File: src/design/hspc_map.vh
// constants for the high speed pulse counter block
`ifndef HSPC_MAP_VH
`define HSPC_MAP_VH
// input method codes
`define HSPC_METH_INC 2'h0
`define HSPC_METH_QUAD 2'h1
`define HSPC_METH_UPDN 2'h2
`define HSPC_METH_PDIR 2'h3
// channel count and width
`define HSPC_NCH 4
`define HSPC_CW 32
// periodic refresh interval in ns and cycles at 100 MHz
`define HSPC_CLK_NS 10
`define HSPC_REFRESH_NS 1000000
`define HSPC_REFRESH_CYC (`HSPC_REFRESH_NS / `HSPC_CLK_NS)
// speed sample window in ns and cycles
`define HSPC_SPEED_NS 10000000
`define HSPC_SPEED_CYC (`HSPC_SPEED_NS / `HSPC_CLK_NS)
`endif

File: src/design/hspc_top.v
// four-channel high speed pulse counter
`timescale 1ns/100ps
`include "hspc_map.vh"

// Behaviour
// RQ1: four independent channels 0..3 each have their own fixed pin group a, b and z.
// RQ2: each channel selects increment, 4x quadrature, up/down or pulse plus direction input.
// RQ3: the pulse source keeps to 50 kHz in quadrature and 100 kHz otherwise.
// RQ4: each channel keeps a running present count that the host can read.
// RQ5: a one-cycle event is raised when a present count reaches its preset value.
// RQ6: each channel has a run enable that halts counting while keeping the count.
// RQ7: the count is offered as a periodic copy and as an on-demand latest read.
// RQ8: a speed figure is derived from the count change over a fixed window.
// RQ9: the present count is 32 bits, signed except in increment mode.
// RQ10: with software reset selected, the host reset bit clears the count.
// RQ11: quadrature counts every edge of a and b, up when a leads b, down otherwise.
module hspc_top #(
   parameter REFRESH_CYC = `HSPC_REFRESH_CYC,
   parameter SPEED_CYC = `HSPC_SPEED_CYC
) (
   input wire mclk,
   input wire rst_n,
   input wire [3:0] pin_a,
   input wire [3:0] pin_b,
   input wire [3:0] pin_z,
   input wire [7:0] method,
   input wire [3:0] run,
   input wire [3:0] soft_reset_sel,
   input wire [3:0] soft_reset,
   input wire [127:0] preset,
   input wire read_latest_count_instruction,
   input wire [1:0] read_chan,
   output reg [127:0] present_count,
   output reg [127:0] refreshed_count,
   output reg [31:0] latest_count,
   output reg latest_valid,
   output reg [127:0] speed,
   output reg [3:0] preset_hit
);

   // two-flop synchronisers, stage one feeds only stage two; the third flop
   // keeps the previous settled level for edge detection
   // limitation: all stages reset low, so a pin that rests high while reset
   // is released is seen as one rising edge three cycles later
   reg [3:0] a_s1, a_s2, a_d;
   reg [3:0] b_s1, b_s2, b_d;
   reg [3:0] z_s1, z_s2, z_d;

   // phase a, up and pulse pins
   always @(posedge mclk) begin
      if (!rst_n) begin
         a_s1 <= 4'h0;
         a_s2 <= 4'h0;
         a_d <= 4'h0;
      end else begin
         a_s1 <= pin_a;
         a_s2 <= a_s1;
         a_d <= a_s2;
      end
   end

   // phase b, down and direction pins
   always @(posedge mclk) begin
      if (!rst_n) begin
         b_s1 <= 4'h0;
         b_s2 <= 4'h0;
         b_d <= 4'h0;
      end else begin
         b_s1 <= pin_b;
         b_s2 <= b_s1;
         b_d <= b_s2;
      end
   end

   // phase z and reset pins
   always @(posedge mclk) begin
      if (!rst_n) begin
         z_s1 <= 4'h0;
         z_s2 <= 4'h0;
         z_d <= 4'h0;
      end else begin
         z_s1 <= pin_z;
         z_s2 <= z_s1;
         z_d <= z_s2;
      end
   end

   // refresh divider, one enable pulse per copy period
   reg [31:0] refresh_cnt;
   wire refresh_tick = (refresh_cnt == REFRESH_CYC - 1);
   always @(posedge mclk) begin
      if (!rst_n) begin
         refresh_cnt <= 32'h0;
      end else begin
         refresh_cnt <= refresh_tick ? 32'h0 : refresh_cnt + 32'h1;
      end
   end

   // speed window divider; a longer window gives finer speed but reacts slower
   reg [31:0] speed_cnt;
   wire speed_tick = (speed_cnt == SPEED_CYC - 1);
   always @(posedge mclk) begin
      if (!rst_n) begin
         speed_cnt <= 32'h0;
      end else begin
         speed_cnt <= speed_tick ? 32'h0 : speed_cnt + 32'h1;
      end
   end

   // per-channel step decode and count update
   // RQ1 four fixed pin groups
   // channel n owns bit n of every pin bus and word n of every 128-bit bus;
   // nothing but the two dividers and the latest-count read port is shared between channels
   reg [127:0] speed_base;
   genvar ch;
   generate
      for (ch = 0; ch < `HSPC_NCH; ch = ch + 1) begin : g_ch
         wire [1:0] m = method[2*ch +: 2];
         wire a = a_s2[ch];
         wire b = b_s2[ch];
         wire a_rise = a & ~a_d[ch];
         wire b_rise = b & ~b_d[ch];
         wire a_edge = a ^ a_d[ch];
         wire b_edge = b ^ b_d[ch];
         wire z_rise = z_s2[ch] & ~z_d[ch];
         reg up;
         reg dn;
         // RQ2 method select decode
         always @* begin
            up = 1'b0;
            dn = 1'b0;
            case (m)
               `HSPC_METH_INC: begin
                  up = a_rise;
               end
               // RQ11 quadrature direction
               `HSPC_METH_QUAD: begin
                  // both edges together is an illegal jump; it is dropped
                  if (a_edge & ~b_edge) begin
                     up = (a != b);
                     dn = (a == b);
                  end else if (b_edge & ~a_edge) begin
                     up = (a == b);
                     dn = (a != b);
                  end
               end
               // up and down pulses in one cycle cancel out
               `HSPC_METH_UPDN: begin
                  up = a_rise & ~b_rise;
                  dn = b_rise & ~a_rise;
               end
               // direction level high counts up
               `HSPC_METH_PDIR: begin
                  up = a_rise & b;
                  dn = a_rise & ~b;
               end
               default: begin
                  up = 1'b0;
                  dn = 1'b0;
               end
            endcase
         end
         // z/reset pin clears only in non-increment modes while the soft bit is on;
         // only the rising edge clears, so a z level held high does not pin the count
         wire hw_clr = (m != `HSPC_METH_INC) & z_rise & soft_reset[ch] & ~soft_reset_sel[ch];
         wire [31:0] cur = present_count[32*ch +: 32];
         // RQ9 32-bit wrap arithmetic
         wire [31:0] next_count = up ? cur + 32'h1 : (dn ? cur - 32'h1 : cur);
         // clear outranks the run gate so a stopped channel can still be zeroed
         always @(posedge mclk) begin
            if (!rst_n) begin
               present_count[32*ch +: 32] <= 32'h0;
               preset_hit[ch] <= 1'b0;
            // RQ10 software reset clear
            end else if ((soft_reset_sel[ch] & soft_reset[ch]) | hw_clr) begin
               present_count[32*ch +: 32] <= 32'h0;
               preset_hit[ch] <= 1'b0;
            // RQ6 run gate
            end else if (run[ch]) begin
               // RQ4 running count
               present_count[32*ch +: 32] <= next_count;
               // RQ5 preset reached
               preset_hit[ch] <= (up | dn) & (next_count == preset[32*ch +: 32]);
            end else begin
               preset_hit[ch] <= 1'b0;
            end
         end
         // RQ7 periodic copy
         always @(posedge mclk) begin
            if (!rst_n) begin
               refreshed_count[32*ch +: 32] <= 32'h0;
            end else if (refresh_tick) begin
               refreshed_count[32*ch +: 32] <= cur;
            end
         end
         // RQ8 speed from count change per window
         // the figure wraps like the count, so it reads as a signed step total
         always @(posedge mclk) begin
            if (!rst_n) begin
               speed[32*ch +: 32] <= 32'h0;
               speed_base[32*ch +: 32] <= 32'h0;
            end else if (speed_tick) begin
               speed[32*ch +: 32] <= cur - speed_base[32*ch +: 32];
               speed_base[32*ch +: 32] <= cur;
            end
         end
      end
   endgenerate

   // RQ7 on-demand latest read
   // a request in the cycle of a step returns the count from before that step
   always @(posedge mclk) begin
      if (!rst_n) begin
         latest_count <= 32'h0;
         latest_valid <= 1'b0;
      end else begin
         latest_valid <= read_latest_count_instruction;
         if (read_latest_count_instruction) begin
            latest_count <= present_count[32*read_chan +: 32];
         end
      end
   end

endmodule // hspc_top

File: config.mk
export PLATFORM = sky130hd
export DESIGN_NAME = hspc_top
export DESIGN_NICKNAME = d
export VERILOG_FILES = /design/src/design/hspc_top.v
export VERILOG_INCLUDE_DIRS = /design/src /design/src/design
export SDC_FILE = /design/constraint.sdc
export NUM_CORES = 2
export LEC_CHECK = 0
export BUFFER_PORTS_ARGS = -buffer_cell sky130_fd_sc_hd__buf_2
export CORE_MARGIN = 2
export CORE_UTILIZATION = 50
export CTS_CLUSTER_DIAMETER = 100
export DETAILED_ROUTE_END_ITERATION = 8
export PLACE_DENSITY = 0.73
export SYNTH_ARGS = -nofsm -noshare
export SYNTH_HDL_FRONTEND = slang
export SYNTH_SLANG_ARGS = --single-unit
File: constraint.sdc
create_clock -name mclk -period 10.6 [get_ports mclk]
set_clock_uncertainty 0.15 [all_clocks]
set_input_delay 2.12 -clock mclk [delete_from_list [all_inputs] [get_ports mclk]]
set_output_delay 2.12 -clock mclk [all_outputs]
set_load 0.005 [all_outputs]
## After elaboration in Yosys (flattened, before gate mapping)

Cells that the tools add are included.

- Add/subtract/negate cells: 14
- Equality and inequality tests: 26
- Shift operators: 1
- Muxes and demuxes: 32
- Bitwise operators: 113
- Reductions and logical operators: 18

Operators by type and width:

| operator | count |
|---|---|
| 32-bit two-way mux | 8 |
| 32-bit by 1-bit adder with 32-bit output, second input constant | 6 |
| 32-bit equality test | 4 |
| 128-bit by 8-bit indexed part select with 32-bit output | 1 |
| 32-bit by 1-bit subtractor with 32-bit output, second input constant | 4 |
| 32-bit subtractor | 4 |
| 1-bit bitwise AND | 56 |
| 1-bit NOT | 41 |
| 32-bit by 17-bit equality test with 1-bit output, second input constant | 1 |
| 32-bit by 20-bit equality test with 1-bit output, second input constant | 1 |
| 2-bit equality test, second input constant | 8 |
| 1-bit two-way mux | 16 |
| 1-bit one-hot mux with 4 select lines | 4 |
| 1-bit one-hot mux with 3 select lines | 4 |
| 2-bit OR reduction | 6 |
| 3-bit OR reduction | 4 |
| 2-bit by 1-bit equality test with 1-bit output, second input constant | 4 |
| 2-bit logical NOT | 4 |
| 1-bit bitwise OR | 8 |
| 2-bit nonzero test | 4 |
| 1-bit XOR | 8 |
| 1-bit equality test | 4 |
| 1-bit != test | 4 |

- Register bits: 649
- Input bits: 165
- Output and inout bits: 421

## Depth between registers and ports, before layout

- Depth in word-level cells: 10
- Mapped depth: 15
- Mapped depth without buffers: 14

## Worst setup path after synthesis

Ideal clock, no wire load.

- Path kind: in2reg
- From: in method[4]
- To: reg preset_hit[2]
- Library setup time: 88 ps
- Arrival: 4434 ps
- Required time: 10362 ps
- Path slack: 5928 ps
- Cell stages on the path: 11
- Path buffers: 0
- Path through: nor2_1 > o2bb2ai_1 > a22o_1 > nand3b_1 > or4_4 > or4_4 > o31ai_4 > xnor2_1 > nor4_1 > nand4_1 > nor4_2

- Word-level cells in the longest chain between the ends: 6
- Elaborated cells on any way between the ends: 17
- Classes of those cells: eq/ne (4); mux (4); bitwise (6); reduce/logical (3)

RTL lines:

| item | RTL line | RTL |
|---|---|---|
| from (decl) | hspc_top.v:26 | `input wire [7:0] method,` |
| 2-bit equality test, or another cell as far along | hspc_top.v:132 | `case (m)` |
| 1-bit one-hot mux with 3 select lines / 1-bit bitwise AND (equally long branches) | hspc_top.v:132, hspc_top.v:165 |  |
| 32-bit two-way mux / 1-bit bitwise AND (equally long branches) (2 in series) | hspc_top.v:168, hspc_top.v:165 |  |
| 32-bit equality test / 1-bit bitwise OR (equally long branches) | hspc_top.v:183, hspc_top.v:175 |  |
| 1-bit bitwise AND / 3-bit OR reduction (equally long branches) | n/a |  |
| to (signal, indexed assignment) | hspc_top.v:183 | `preset_hit[ch] <= (up \| dn) & (next_count == preset[32*ch +: 32]);` |
| to (decl) | hspc_top.v:38 | `output reg [3:0] preset_hit` |

Parallel ways exist; a longest one is shown, timed or not.
A chain may end at the register's enable or synchronous reset.

## Worst setup path after layout

- From: in method[7]
- To: reg preset_hit[3]

Same word-level chain as after synthesis.

==> run summary <==
The proportion of synthesized chip area in sequential cells is 34.57%. The clock share of power came out at 42.8%. The iteration-0 DRC count of the detailed router came out at 2975. In the final routing, the length of wire on met1 measures 56720 µm. The setup-violating endpoint count in the final report came out at 0. The tightest slew margin relative to the limit is 27.35%. The root buffer cell chosen for the clock tree is clkbuf_16. The number of remaining DRC errors came out at 0. The global-route usage over all layers came out at 33.56%. The mean post-synth cell area is 7.905 µm². In this run the worst hold path is classified as flip-flop to flip-flop.

Summing over every cut layer, the via total after detailed routing is 35.68k. The maximum number of pins on one net before global-route repair is 180. The area of the core came out at 74450 µm².

The critical path is of the input pin to flip-flop type. Routability-driven placement finished with a final weighted congestion of 0.9789. The synthesized netlist cell count came out at 4754. TritonCTS built the clock tree. The critical-path maximum fanout came out at 16. After floorplanning, the core was divided into 100 placement rows. Summing all multi-input logic gate instances after layout gives 22720 µm². The tool flagged a number of max-cap violations equal to 0. The total power per unit cell area came out at 138.3 nW/µm². The number of enable-type register cells in the synthesized netlist came out at 0.

After detailed routing, the average wire length per cell comes to 21.78 µm. The number of I/O port buffers is 585. The total setup buffers inserted after CTS is 0. The final-layout fill cell count is 6864. Adding up every negative setup slack in the final design gives 0 ns. After synthesis, the largest family of logic cells by area is simple AND/OR/NAND/NOR gates. The run finished with clean final reports. The kind of end point of the critical path is a flip-flop. The fmax is 207.7 MHz. After detailed placement, the total cell area comes to 41060 µm². The depth of the worst hold-timing path came out at 1. Per report_power, the combinational group accounts for 15.3% of the total.

The internal power summed over all cells came out at 4.349 mW. The flop and latch count out of synthesis came out at 649. The switching fraction of total power came out at 27.65%. The minimum clock period after layout is 4.816 ns.

The number of top-level pins came out at 586. In this run the biggest area consumer among cell types represents 34.57% of the synthesized area. Multiplexer cells account for 3.153% of the synthesized area. Measured in cells, the most critical reg-to-reg path has a length of 11. The synthesis-to-finish area growth came out at 15.64%.

Traced cell by cell, the critical path runs through buf_2, a21oi_1, a31o_2, a22o_1, nand2b_1, or4_1, nand2_1, xnor2_1, nor4_1, nand4_1, or4_1, and4bb_1. The number of sinks driven by the clock tree is 649. The starting utilization of the core area came out at 50.48%.

The clock tree buffer depth came out at 3. The kind of cell with the highest combined delay along the critical path is simple AND/OR/NAND/NOR gates. The CTS buffer count came out at 75. Once detail routing completed, the nets flagged for antenna violations numbered 0. The share of the synthesized netlist area taken by xor and xnor gates is 11.42%. The dominant cell type by area after synthesis is dfxtp_1. Summing the areas of all compound-gate instances in the mapped netlist gives 16.75% of the synthesized area. In this run, flip-flops and latches consume 41.9% of the power.

The insertion delay to the later sink of the worst-skew pair came out at 0.63 ns. The leading register cell type out of synthesis is dfxtp_1. Among all stages on the critical path, the largest delay is contributed by or4_1. By area the synthesized netlist is led by dfxtp_1 (35%), nand2_1 (9.2%), a21boi_0 (5.8%). The final instance area is 43460 µm². The analysis attributes to net switching a power of 1.662 mW.

The final layout contains 5476 nets. The largest stage delay on the critical path is 0.53 ns. The highest layer touched by signal routing is met5.

The wire length on met2 is 63220 µm. After layout, the worst path uses 45.43% of the clock period. The number of cells upsized or downsized after cts came out at 0.

The final-report max-slew violation count came out at 0. The category of the worst setup path launch point is an input pin. The critical path buffer and inverter count is 1. The level count of the clock H-tree came out at 3. The die outline height came out at 278.2 µm. The first TritonRoute pass finished after 5 iterations. The HPWL after detailed placement is 97560 µm. The vias per cell came out at 5.763. The horizontal extent of the die came out at 278.2 µm. Detailed routing placed a total of 9096 µm of wire on met3. Of the cells placed in the final design, the portion with a size suffix greater than 1 is 15.90%. The clock transition at the registers of the reported paths came out at 0.06 ns. Of all flip-flops after synthesis, the portion carrying an async set or reset was 0%. During synthesis, Yosys emitted a total of 0 warnings.

The net count after synthesis is 5065. The summed instance area of the synthesized netlist is 37580 µm². The final hold violation count is 0.

Counting distinct cell types in the post-synthesis netlist gives 81. The via count of the first global-routing pass is 33.31k. The maximum ir drop on the vdd rail is 118.0 µV.

Setup repair after global routing left no endpoint under its margin. In this design, the critical path's most frequently occurring cell is or4_1. In this run, post-CTS hold repair placed 0 buffers.

The critical path depth is 12. The reported leakage power came out at 17.80 nW. The slew at the pin with the worst max-slew slack is 1.087 ns. The data required time of the critical path is 11.02 ns. The final layout contains routed wiring with a total length of 134800 µm. The simple-gate area share of the yosys netlist is 24.15%. The wire length of the first global-routing pass is 201200 µm. The initial antenna violation count is 4. The die area is 77370 µm².

The arrival time at the worst endpoint is 5.23 ns. The total global routing overflow is 0. The sequential standard cell area is 12990 µm². Of the total synthesized cell area, the portion taken by full adders, half adders and majority gates is 4.941%.
[routing by layer]
| metal | global-route usage, % | up-vias |
|---|---|---|
| met5 | 0 | - |
| met2 | 56.17 | 1415 |
| met3 | 5.541 | 287 |
| met1 | 42.96 | 17010 |
| li1 | - | 16960 |
| met4 | 13.69 | 2 |
[synth_stat cells (32+ instances only)]
library cell and number:
nand2_1 917, dfxtp_1 649, nor2_1 323, clkbuf_1 292, a21boi_0 289, xor2_1 246
xnor2_1 244, o21ai_0 207, inv_1 181, ha_1 142, a21oi_1 134, nand3_1 121
and2_1 113, nor3_1 71, nor2b_1 68, nand4_1 63, a21o_1 54, nor4_1 49
and3_1 48, or3_1 47, nand2b_1 45, mux2i_1 43, mux4_2 32
[power by group through the flow]
stage          sequential (mW)  clock [mW]  combinational, mW
4_1_cts                   2.52        2.61              0.909
3_5_place_dp              2.57           0              0.901
6_report                  2.52        2.57              0.920
5_1_grt                   2.52        2.69              0.995
2_1_floorplan             2.53           0              0.662
3_3_place_gp              2.57           0              0.899
[metrics by stage]
step                      util, %  hold slack, ns  instances  worst slack, ns  power [mW]
after floorplan                 -          0.2619       4754            5.928       3.194
after global placement      55.16          0.2633       6057            5.229       3.470
after detailed placement    55.16          0.2699       6057            5.193       3.472
after CTS                   58.37          0.2839       6189            5.836       6.033
after global routing        58.37          0.2949       6190            5.446       6.209
final                       58.38          0.2852       6191            5.784       6.010
[registers in the layout, indices dropped and copies added (netlist names), 32 cells and up]
register and cells:
speed_cnt 32, refreshed_count 128, latest_count 32, g_ch.cur 128, speed 128, speed_base 128, refresh_cnt 32
[final timing paths]
kind	startpoint	end	slack (ns)
hold reg to reg	b_s1[1]$_SDFF_PN0_	b_s2[1]$_SDFF_PN0_	0.29
setup / recovery	method[7]	preset_hit[3]$_SDFF_PP0_	5.78
setup reg to reg	g_ch[0].cur[4]$_SDFFE_PP0P_	preset_hit[0]$_SDFF_PP0_	5.79
hold / removal	b_s1[1]$_SDFF_PN0_	b_s2[1]$_SDFF_PN0_	0.29
[layout make-up]
type                       instances  area share, %
clock buffer                     108          5.006
clock inverter                    24         0.5009
tap                              969          2.790
inverter                         181          1.563
timing repair buffer             649          7.952
antenna                            2        0.01152
sequential                       649          29.90
multi-input combinational       3609          52.28
[cell families after synthesis]
family	after synthesis
and+or+nand+nor	1959
xor gates and xnor gates	490
muxes	78
AOI/OAI and AO/OA	936
adders and majority gates	146
DFF	649
buffers and inverters	496
[cell usage in the layout, fill, tap and decap left out, types with 54 or more instances in the layout]
| master | instances |
|---|---|
| o21ai_0 | 207 |
| buf_4 | 61 |
| nand3_1 | 121 |
| xnor2_1 | 244 |
| nor2_1 | 323 |
| ha_1 | 142 |
| nor3_1 | 70 |
| a21boi_0 | 289 |
| clkbuf_16 | 79 |
| dfxtp_1 | 649 |
| a21o_1 | 54 |
| buf_2 | 584 |
| a21oi_1 | 134 |
| inv_1 | 181 |
| xor2_1 | 246 |
| and2_1 | 112 |
| nor2b_1 | 68 |
| nand4_1 | 63 |
| nand2_1 | 917 |
Note: power is estimated with default switching activity, not from simulation.
